## config.mk

```make
export PLATFORM = sky130hd
export DESIGN_NAME = clock_switch_failsafe_power_save
export DESIGN_NICKNAME = d
export VERILOG_FILES = /design/src/design/clk_switch_pkg.sv /design/src/design/clock_switch_failsafe_power_save.sv
export SDC_FILE = /design/constraint.sdc
export NUM_CORES = 1
export LEC_CHECK = 0
export ABC_AREA = 1
export ABC_CLOCK_PERIOD_IN_PS = 7200
export BUFFER_PORTS_ARGS = -buffer_cell sky130_fd_sc_hd__buf_2
export CAP_MARGIN = 20
export CORE_UTILIZATION = 55
export DETAILED_ROUTE_END_ITERATION = 8
export MAX_ROUTING_LAYER = met4
export PLACE_DENSITY = 0.8
export SKIP_LAST_GASP = 1
export SLEW_MARGIN = 40
export SYNTH_ARGS = -nofsm -noshare
export SYNTH_HDL_FRONTEND = slang
export SYNTH_SLANG_ARGS = --single-unit
export TNS_END_PERCENT = 1
```

## constraint.sdc

```tcl
create_clock -name clk -period 7.2 [get_ports clk]
set_input_delay 0.36 -clock clk [delete_from_list [all_inputs] [get_ports clk]]
set_output_delay 0.36 -clock clk [all_outputs]
set_load 0.02 [all_outputs]
```

## src/design/clk_switch_pkg.sv

```systemverilog
// Notes on behaviour
// - switching and monitor only when cfg bit low
// - switching off: current source from initial cfg
// - switching off: request bit reads zero
// - equal sources: clear request, abort
// - valid switch clears lock and fail flags
// - start oscillator, wait startup timer or lock
// - count ten new-clock cycles before changeover
// - done: clear request, copy requested to current
// - old oscillator off, with listed exceptions
// - core keeps running during switch
// - primary submode fixed by configuration
// - monitor on: low-power rc runs except sleep
// - failure: trap event, fall back to fast rc
// - fallback keeps pll when pll was used
// - sleep stops clock, monitor, clocked peripherals
// - watchdog cleared; low-power rc stays if enabled
// - wake on interrupt, reset or watchdog timeout
// - sleep wake keeps same clock source
// - idle: core stops, watchdog cleared, clock runs
// - idle wake resumes after two to four cycles
// - source field encodings
// - byte write only right after unlock
package clk_switch_pkg;
    // ------------------------------------------------------------
    // register map (word addresses on the bus)
    // ------------------------------------------------------------
    localparam logic [3:0] ADDR_CTRL = 4'h0;
    localparam logic [3:0] ADDR_UNLOCK = 4'h1;
    localparam logic [3:0] ADDR_POWER_SAVE_INSTRUCTION = 4'h2;
    localparam logic [3:0] ADDR_STATUS = 4'h3;
    localparam logic [7:0] UNLOCK_KEY1 = 8'h46;
    localparam logic [7:0] UNLOCK_KEY2 = 8'h57;
    localparam logic [7:0] UNLOCK_KEY3 = 8'h9A;
    localparam logic [7:0] UNLOCK_KEY4 = 8'hB3;
    // ------------------------------------------------------------
    // control register fields
    // ------------------------------------------------------------
    localparam int CUR_LSB = 12;
    localparam int REQ_LSB = 8;
    localparam int LOCK_BIT = 5;
    localparam int FAIL_BIT = 3;
    localparam int SEC_EN_BIT = 1;
    localparam int SW_REQ_BIT = 0;
    // ------------------------------------------------------------
    // source encodings
    // ------------------------------------------------------------
    typedef enum logic [2:0] {
        SRC_FRC = 3'b000,
        SRC_FRC_PLL = 3'b001,
        SRC_PRI = 3'b010,
        SRC_PRI_PLL = 3'b011,
        SRC_SEC = 3'b100,
        SRC_LOW_POWER_RC_OSC = 3'b101,
        SRC_FRC_DIV16 = 3'b110
    } src_t;
    localparam int NSRC = 7;
    // ------------------------------------------------------------
    // timing
    // ------------------------------------------------------------
    localparam logic [3:0] NEW_CLK_CYCLES = 4'hA;
    localparam logic [2:0] IDLE_WAKE_CYCLES = 3'h3;
    localparam logic [3:0] STARTUP_WAIT_MAX = 4'hF;
    localparam logic [1:0] POWER_SAVE_INSTRUCTION_SLEEP = 2'h1;
    localparam logic [1:0] POWER_SAVE_INSTRUCTION_IDLE = 2'h2;
    typedef enum logic [2:0] {
        ST_IDLE = 3'b000,
        ST_COMPARE = 3'b001,
        ST_START = 3'b010,
        ST_COUNT = 3'b011,
        ST_HANDOVER = 3'b100
    } sw_state_t;
    typedef enum logic [1:0] {
        PM_RUN = 2'b00,
        PM_SLEEP = 2'b01,
        PM_IDLE = 2'b10,
        PM_WAKE = 2'b11
    } pm_state_t;
endpackage

```

## src/design/clock_switch_failsafe_power_save.sv

```systemverilog
// Added by the designer: the Avalon-MM register port and the address map.
`timescale 1ns/1ps
module clock_switch_failsafe_power_save (
    // clock and reset
    input wire logic clk,
    input wire logic rst,
    // avalon-mm slave
    input wire logic [3:0] address,
    input wire logic read,
    input wire logic write,
    input wire logic [15:0] writedata,
    input wire logic [1:0] byteenable,
    output logic [15:0] readdata,
    output logic waitrequest,
    // configuration straps
    input wire logic switch_monitor_cfg_bit,
    input wire logic [2:0] initial_source_cfg,
    input wire logic [1:0] primary_submode_cfg,
    input wire logic watchdog_enable,
    // oscillator status pins (asynchronous)
    input wire logic [clk_switch_pkg::NSRC-1:0] osc_ready_pin,
    input wire logic pll_lock_pin,
    input wire logic osc_fail_pin,
    input wire logic [clk_switch_pkg::NSRC-1:0] new_clk_tick_pin,
    // wake sources (asynchronous)
    input wire logic irq_wake_pin,
    input wire logic watchdog_timeout_pin,
    // oscillator and clock control
    output logic [clk_switch_pkg::NSRC-1:0] osc_enable,
    output logic [2:0] sys_clk_select,
    output logic [1:0] primary_submode,
    output logic pll_in_use,
    output logic sys_clk_gate,
    output logic low_power_rc_osc_enable,
    output logic monitor_active,
    output logic clock_fail_trap,
    output logic watchdog_clear,
    output logic core_run,
    output logic periph_clk_enable
);
    import clk_switch_pkg::*;

    // ------------------------------------------------------------
    // input synchronisers
    // ------------------------------------------------------------
    localparam int SW = 2 * NSRC + 5;
    logic [SW-1:0] sync1_reg, sync2_reg;
    wire [SW-1:0] raw_in = {osc_ready_pin, new_clk_tick_pin, pll_lock_pin,
        osc_fail_pin, irq_wake_pin, watchdog_timeout_pin, 1'b0};
    always_ff @(posedge clk or posedge rst) begin
        if (rst) begin
            sync1_reg <= '0;
            sync2_reg <= '0;
        end else begin
            sync1_reg <= raw_in;
            sync2_reg <= sync1_reg;
        end
    end
    wire [NSRC-1:0] osc_ready = sync2_reg[SW-1 -: NSRC];
    wire [NSRC-1:0] tick_s = sync2_reg[NSRC+4 -: NSRC];
    wire lock_s = sync2_reg[4];
    wire fail_s = sync2_reg[3];
    wire irq_s = sync2_reg[2];
    wire wdt_to_s = sync2_reg[1];
    logic [NSRC-1:0] tick_d_reg;
    always_ff @(posedge clk or posedge rst) begin
        if (rst) tick_d_reg <= '0;
        else tick_d_reg <= tick_s;
    end
    wire [NSRC-1:0] tick_rise = tick_s & ~tick_d_reg;

    // ------------------------------------------------------------
    // state
    // ------------------------------------------------------------
    logic [2:0] cur_reg, cur_next, req_reg, req_next;
    logic sw_req_reg, sw_req_next, lock_reg, lock_next;
    logic fail_reg, fail_next, sec_en_reg, sec_en_next;
    logic [1:0] unlock_reg, unlock_next;
    logic [1:0] stage_reg, stage_next;
    sw_state_t sw_reg, sw_next;
    pm_state_t pm_reg, pm_next;
    logic [3:0] cnt_reg, cnt_next;
    logic [2:0] wake_cnt_reg, wake_cnt_next;
    logic [2:0] old_reg, old_next;
    logic old_on_reg, old_on_next;
    logic trap_reg, trap_next, wdt_clr_reg, wdt_clr_next;
    logic sw_en_reg, strap_ok_reg;
    logic [1:0] submode_reg;
    logic wdt_en_reg;
    logic [2:0] init_reg;

    // straps caught after reset release
    always_ff @(posedge clk or posedge rst) begin
        if (rst) begin
            strap_ok_reg <= 1'b0;
            sw_en_reg <= 1'b0;
            submode_reg <= 2'h0;
            wdt_en_reg <= 1'b0;
            init_reg <= 3'h0;
        end else if (!strap_ok_reg) begin
            strap_ok_reg <= 1'b1;
            sw_en_reg <= ~switch_monitor_cfg_bit;
            submode_reg <= primary_submode_cfg;
            wdt_en_reg <= watchdog_enable;
            init_reg <= initial_source_cfg;
        end
    end

    // ------------------------------------------------------------
    // bus decode
    // ------------------------------------------------------------
    wire wr_ctrl = write && address == ADDR_CTRL;
    wire wr_unlock = write && address == ADDR_UNLOCK;
    wire wr_power_save_instruction = write && address == ADDR_POWER_SAVE_INSTRUCTION && pm_reg == PM_RUN;
    wire [7:0] wlo = writedata[7:0];
    wire unlocked = unlock_reg == 2'h3;
    wire wr_hi = wr_ctrl && byteenable[1] && unlocked && stage_reg == 2'h1;
    wire wr_lo = wr_ctrl && byteenable[0] && unlocked && stage_reg == 2'h2;
    wire sleeping = pm_reg == PM_SLEEP;
    wire wake_ev = irq_s || wdt_to_s;
    wire monitor_on = sw_en_reg && !sleeping;
    wire pll_src = cur_reg == SRC_FRC_PLL || cur_reg == SRC_PRI_PLL;
    wire fail_ev = monitor_on && fail_s && sw_reg == ST_IDLE && !fail_reg;
    wire tgt_pll = req_reg == SRC_FRC_PLL || req_reg == SRC_PRI_PLL;
    wire [15:0] ctrl_rd = {1'b0, cur_reg, 1'b0, req_reg, 2'b00, lock_reg,
        1'b0, fail_reg, 1'b0, sec_en_reg, sw_req_reg};
    wire [15:0] stat_rd = {11'h000, pm_reg, sw_reg};

    // one wait state per read, so data stand at the accepting edge
    logic rd_done_reg;
    wire rd_load = read && !rd_done_reg;
    assign waitrequest = rd_load;
    always_ff @(posedge clk or posedge rst) begin
        if (rst) begin
            readdata <= 16'h0000;
            rd_done_reg <= 1'b0;
        end else begin
            rd_done_reg <= rd_load;
            if (rd_load) begin
                case (address)
                    ADDR_CTRL: readdata <= ctrl_rd;
                    ADDR_STATUS: readdata <= stat_rd;
                    default: readdata <= 16'h0000;
                endcase
            end
        end
    end

    // ------------------------------------------------------------
    // unlock sequence: key1,key2 opens high byte; key3,key4 low byte
    // ------------------------------------------------------------
    always_comb begin
        unlock_next = 2'h0; // any other access closes the window
        stage_next = 2'h0;
        if (wr_unlock && unlock_reg == 2'h0 && wlo == UNLOCK_KEY1) begin
            unlock_next = 2'h1;
            stage_next = 2'h1;
        end else if (wr_unlock && unlock_reg == 2'h0 &&
                     wlo == UNLOCK_KEY3) begin
            unlock_next = 2'h1;
            stage_next = 2'h2;
        end else if (wr_unlock && unlock_reg == 2'h1 &&
                     wlo == (stage_reg == 2'h1 ? UNLOCK_KEY2 : UNLOCK_KEY4)) begin
            unlock_next = 2'h3;
            stage_next = stage_reg;
        end
    end

    // ------------------------------------------------------------
    // switch sequencer
    // ------------------------------------------------------------
    always_comb begin
        sw_next = sw_reg;
        cur_next = cur_reg;
        req_next = wr_hi ? writedata[10:8] : req_reg;
        sec_en_next = wr_lo ? writedata[SEC_EN_BIT] : sec_en_reg;
        sw_req_next = sw_req_reg;
        lock_next = lock_s;
        fail_next = fail_reg;
        cnt_next = cnt_reg;
        old_next = old_reg;
        old_on_next = 1'b0;
        trap_next = 1'b0;
        if (!sw_en_reg) begin
            cur_next = init_reg;
            sw_req_next = 1'b0;
        end else if (fail_ev) begin
            trap_next = 1'b1;
            fail_next = 1'b1;
            cur_next = pll_src ? SRC_FRC_PLL : SRC_FRC;
            sw_next = ST_IDLE;
        end else begin
            case (sw_reg)
                ST_IDLE: if (sw_req_reg && !sleeping) sw_next = ST_COMPARE;
                ST_COMPARE: begin
                    if (cur_reg == req_reg) begin
                        sw_req_next = 1'b0;
                        sw_next = ST_IDLE;
                    end else begin
                        lock_next = 1'b0;
                        fail_next = 1'b0;
                        cnt_next = 4'h0;
                        sw_next = ST_START;
                    end
                end
                ST_START: begin
                    lock_next = tgt_pll ? lock_s : 1'b0;
                    if (osc_ready[req_reg] && (!tgt_pll || lock_s)) begin
                        cnt_next = 4'h0;
                        sw_next = ST_COUNT;
                    end
                end
                ST_COUNT: begin
                    if (tick_rise[req_reg])
                        cnt_next = cnt_reg + 4'h1;
                    if (cnt_reg == NEW_CLK_CYCLES)
                        sw_next = ST_HANDOVER;
                end
                ST_HANDOVER: begin
                    old_next = cur_reg;
                    old_on_next = 1'b1;
                    cur_next = req_reg;
                    sw_req_next = 1'b0;
                    sw_next = ST_IDLE;
                end
                default: sw_next = ST_IDLE;
            endcase
            // a request written as hardware clears it wins
            if (wr_lo && writedata[SW_REQ_BIT])
                sw_req_next = 1'b1;
        end
    end

    // ------------------------------------------------------------
    // power-save modes
    // ------------------------------------------------------------
    always_comb begin
        pm_next = pm_reg;
        wake_cnt_next = wake_cnt_reg;
        wdt_clr_next = 1'b0;
        case (pm_reg)
            PM_RUN: if (wr_power_save_instruction) begin
                wdt_clr_next = wdt_en_reg;
                if (writedata[1:0] == POWER_SAVE_INSTRUCTION_SLEEP) pm_next = PM_SLEEP;
                else if (writedata[1:0] == POWER_SAVE_INSTRUCTION_IDLE) pm_next = PM_IDLE;
            end
            PM_SLEEP, PM_IDLE: if (wake_ev) begin
                wake_cnt_next = 3'h0;
                pm_next = PM_WAKE;
            end
            PM_WAKE: begin
                wake_cnt_next = wake_cnt_reg + 3'h1;
                if (wake_cnt_reg == IDLE_WAKE_CYCLES - 3'h1)
                    pm_next = PM_RUN;
            end
            default: pm_next = PM_RUN;
        endcase
    end

    always_ff @(posedge clk or posedge rst) begin
        if (rst) begin
            sw_reg <= ST_IDLE;
            pm_reg <= PM_RUN;
            cur_reg <= SRC_FRC;
            req_reg <= SRC_FRC;
            sw_req_reg <= 1'b0;
            lock_reg <= 1'b0;
            fail_reg <= 1'b0;
            sec_en_reg <= 1'b0;
            unlock_reg <= 2'h0;
            stage_reg <= 2'h0;
            cnt_reg <= 4'h0;
            wake_cnt_reg <= 3'h0;
            old_reg <= SRC_FRC;
            old_on_reg <= 1'b0;
            trap_reg <= 1'b0;
            wdt_clr_reg <= 1'b0;
        end else begin
            sw_reg <= sw_next;
            pm_reg <= pm_next;
            cur_reg <= cur_next;
            req_reg <= req_next;
            sw_req_reg <= sw_req_next;
            lock_reg <= lock_next;
            fail_reg <= fail_next;
            sec_en_reg <= sec_en_next;
            unlock_reg <= unlock_next;
            stage_reg <= stage_next;
            cnt_reg <= cnt_next;
            wake_cnt_reg <= wake_cnt_next;
            old_reg <= old_next;
            old_on_reg <= old_on_next;
            trap_reg <= trap_next;
            wdt_clr_reg <= wdt_clr_next;
        end
    end

    // ------------------------------------------------------------
    // oscillator enables and clock outputs
    // ------------------------------------------------------------
    function automatic logic [NSRC-1:0] osc_of(input logic [2:0] s);
        logic [NSRC-1:0] m;
        m = '0;
        case (s)
            SRC_FRC, SRC_FRC_PLL, SRC_FRC_DIV16: m[SRC_FRC] = 1'b1;
            SRC_PRI, SRC_PRI_PLL: m[SRC_PRI] = 1'b1;
            SRC_SEC: m[SRC_SEC] = 1'b1;
            SRC_LOW_POWER_RC_OSC: m[SRC_LOW_POWER_RC_OSC] = 1'b1;
            default: m = '0;
        endcase
        return m;
    endfunction

    wire low_power_rc_osc_keep = (wdt_en_reg || monitor_on);
    wire [NSRC-1:0] want = (sleeping ? '0 : osc_of(cur_reg))
        | (sw_reg != ST_IDLE && !sleeping ? osc_of(req_reg) : '0)
        | (sec_en_reg ? osc_of(SRC_SEC) : '0)
        | (low_power_rc_osc_keep ? osc_of(SRC_LOW_POWER_RC_OSC) : '0);
    // old source dropped at handover; one-cycle hold lets the mux settle
    wire [NSRC-1:0] hold_old = old_on_reg ? osc_of(old_reg) : '0;

    always_ff @(posedge clk or posedge rst) begin
        if (rst) begin
            osc_enable <= '0;
            sys_clk_select <= SRC_FRC;
            pll_in_use <= 1'b0;
            low_power_rc_osc_enable <= 1'b0;
            sys_clk_gate <= 1'b0;
        end else begin
            osc_enable <= want | hold_old;
            // select follows cur_reg; both clocks run at handover, but not when a failure falls back to fast rc
            sys_clk_select <= cur_reg;
            pll_in_use <= pll_src;
            low_power_rc_osc_enable <= want[SRC_LOW_POWER_RC_OSC] | low_power_rc_osc_keep;
            sys_clk_gate <= !sleeping && strap_ok_reg;
        end
    end

    assign primary_submode = submode_reg;
    assign monitor_active = monitor_on;
    assign clock_fail_trap = trap_reg;
    assign watchdog_clear = wdt_clr_reg;
    // core runs through switches, stops in sleep and idle
    assign core_run = pm_reg == PM_RUN;
    assign periph_clk_enable = !sleeping;
endmodule

```

==> impl_metrics.ini <==
[run_status]
status = complete, but fails checks
violations = hold timing

[global_routing]
grt_pass1_vias = 3198
antenna_found_initial = 0
grt_max_degree = 73
grt_pass1_wl_mm = 14.66
grt-ovfl-total = 0
grt_usage_pct = 23.07

[sta]
setup_viol = 0
rsz0062_at_grt = no
timing.final.crit_period_ns = 2.025
period_share_pct = 28.12
worst_hold_slack_ns = -0.005445
finalWorstSetupSlack_ns = 5.175
finalMaxSlewViolations = 0
slew_headroom_pct = 59.66
fmax_ghz = 0.4939
fin_skew_ns = 0.01494
finalSetupTns_ns = 0
hold_viol = 9
tightestPinTransition_ns = 0.6051

[drt]
drtIter0Drc = 135
drt_first_pass_iters = 4
num_vias = 3354
drtAntennaViolNets = 0
viasPerCell = 5.160
wl_per_cell_um = 13.42
drc = 0
wl_mm = 8.723

[cts]
htree_levels = 3
postCtsSetupRepairBufs = 0
cts.sinks = 106
clock_path_buffers = 2
cts_tree = done
cts.clk_slew.worst_paths_ns = 0.10
worstSkewPairLatency_ns = 0.37
cts_resized = 0
cts-root-buf = clkbuf_8
cts_buffers = 9
hold_buffers = 0

[floorplanning]
die_area_sq_um = 8535
core_sq_um = 7807
start_util_pct = 57.55
fp.dieW_um = 92.39
die_h_um = 92.39
ios = 88
rows = 32

[synthesis]
synth.distinct_cells = 41
synth_area_per_cell_sq_um = 9.704
synth_edf_count = 0
syn_area_sq_um = 4493
seq_area_frac_synth_pct = 59.04
netlist_instances = 463
yosysTopAreaCell = dfrtp_1
ys.flop_type = dfrtp_1
synthTopCellsByArea = dfrtp_1, nand2_1, inv_1
yosysTopAreaCellShare_pct = 59.04
yosys_warnings = 0
ys_ff_latch = 106
async_reset_ff_share_pct = 100.0

[pwr]
combPwrFrac_pct = 28.5
power_leakage_uw = 0.002647
vdd.ir_drop.worst_mv = 0.1911
p_sw_share_pct = 35.57
p_per_area_nw_per_um2 = 289.2
internal_power_uw = 955.2
seq_power_share_pct = 48.3
clockPowerShare_pct = 23.1
power_switching_uw = 527.5

[critical_path]
crit_top_cell = inv_1
slowest_stage = dfrtp_1
crit_arrival_ns = 1.66
crit_type = register to output pin
cp-end-kind = output pin
critPathBufInv = 4
crit_chain = inv_1 -> ha_1 -> inv_2 -> nand2_2 -> inv_1 -> buf_2
cp_top_family = buffers and inverters
cp-start-kind = register
required_ns = 6.84
cp_max_fo = 6
max_stage_delay_ns = 0.42

[cells_and_area]
fin_util_pct = 65.67
syn2layout_area_growth_pct = 14.12
nets = 601
drive_above_1_share_pct = 25.00
fill_cells = 635
n_antenna_cell = 0

[run]
cap_violations = 0

[hold_path]
hp-class = input pin to async pin

[placement]
gp_congestion = 0.9198
dp.final_hpwl_mm = 6.436
io_buffer_count = 75
pre_cts_slack_ns = 5.413
==> routing by layer <==
| layer | GRT usage, % | vias up | share of wire [%] |
|---|---|---|---|
| met1 | 28.98 | 1595 | 43 |
| li1 | - | 1634 | - |
| met4 | 9.635 | 0 | 2.1 |
| met2 | 37.28 | 108 | 49 |
| met3 | 3.941 | 17 | 5.5 |
| met5 | - | - | 0 |
==> logic make-up after synthesis <==
group                      after synthesis  share of synthesized area [%]
buffers and inverters                   70                          6.906
DFF                                    106                          59.04
other                                    2                         0.1671
and+or+nand+nor                        216                          23.20
xor gates and xnor gates                 3                         0.5849
adders and majority gates                7                          1.949
AOI/OAI and AO/OA                       59                          8.160
==> cell type report <==
cell class / count / area [sq um] / share of cell area [%]
clock buffer: 12 / 155.1 / 3.026
clock inverter: 4 / 31.28 / 0.6101
inverter: 57 / 221.5 / 4.319
multi-input combinational: 293 / 1553 / 30.28
sequential: 106 / 2653 / 51.73
tap: 102 / 127.6 / 2.489
timing repair buffer: 76 / 386.6 / 7.540
==> synthesized netlist by cell type, types with 6 or more instances <==
cell type,instances
nor2_2,6
nor2_4,7
nand3_1,28
ha_1,7
inv_1,47
dfrtp_1,106
nand2_2,7
a21oi_1,8
nor3_1,8
inv_2,8
o31ai_1,8
nor2_1,31
o21ai_1,10
buf_4,7
nand2_1,111
o21ai_0,13
==> power by group through the flow <==
stage	registers, uW	clock network [uW]	logic [uW]
after CTS	717	352	424
after global placement	726	0	408
final	717	343	423
after global routing	725	380	475
after detailed placement	729	0	422
after floorplan	746	0	292
==> path summary, 6_finish.rpt <==
kind	cells past startpoint	end	slack, ns	from
worst min-delay path	2	sec_en_reg	-0.005	rst
worst max-delay path	6	monitor_active	5.18	pm_reg[1]
worst min register to register	0	sync2_reg[11]	0.35	sync1_reg[11]
worst max register to register	10	sw_reg[0]	5.37	req_reg[0]
min in group clk	1	sync1_reg[3]	0.09	osc_fail_pin
max in group asynchronous	3	sw_req_reg	6.27	rst
==> worst reg2reg max path: stages, from the launching register on <==
cell and delay, ns:
dfrtp_1 0.66, inv_1 0.28, nand3_1 0.15, nand2_2 0.07, nor2_4 0.12, nor2_4 0.04
nor2_4 0.15, inv_2 0.07, nand2_4 0.12, nand2_2 0.06, o21ai_2 0.05
==> metrics by stage <==
step           area (sq um)  hold WS (ns)  cells  total power [uW]
2_1_floorplan          4516        0.3312    469              1038
3_3_place_gp           4937        0.3315    634              1134
3_5_place_dp           4937        0.3347    634              1151
4_1_cts                5124      0.009219    650              1493
5_1_grt                5127       0.01886    650              1581
6_report               5127     -0.005445    650              1483
==> placed cells by master (no fill, tap or decap), types with 4 or more instances in the layout <==
cell type / netlist / layout
nand2_1: 111 / 111
dfrtp_1: 106 / 106
buf_2: 1 / 75
inv_1: 47 / 46
nor2_1: 31 / 31
nand3_1: 28 / 28
o21ai_0: 13 / 13
clkbuf_8: 0 / 11
o21ai_1: 10 / 10
inv_2: 8 / 8
o31ai_1: 8 / 8
nor3_1: 8 / 8
a21oi_1: 8 / 8
conb_1: 2 / 8
nor2_4: 7 / 7
nand2_2: 7 / 7
ha_1: 7 / 7
nor2_2: 6 / 6
nand2_4: 5 / 5
nand3_2: 5 / 5
nand4_1: 4 / 4
a31oi_1: 4 / 4
(Power assumes the default switching activity.)
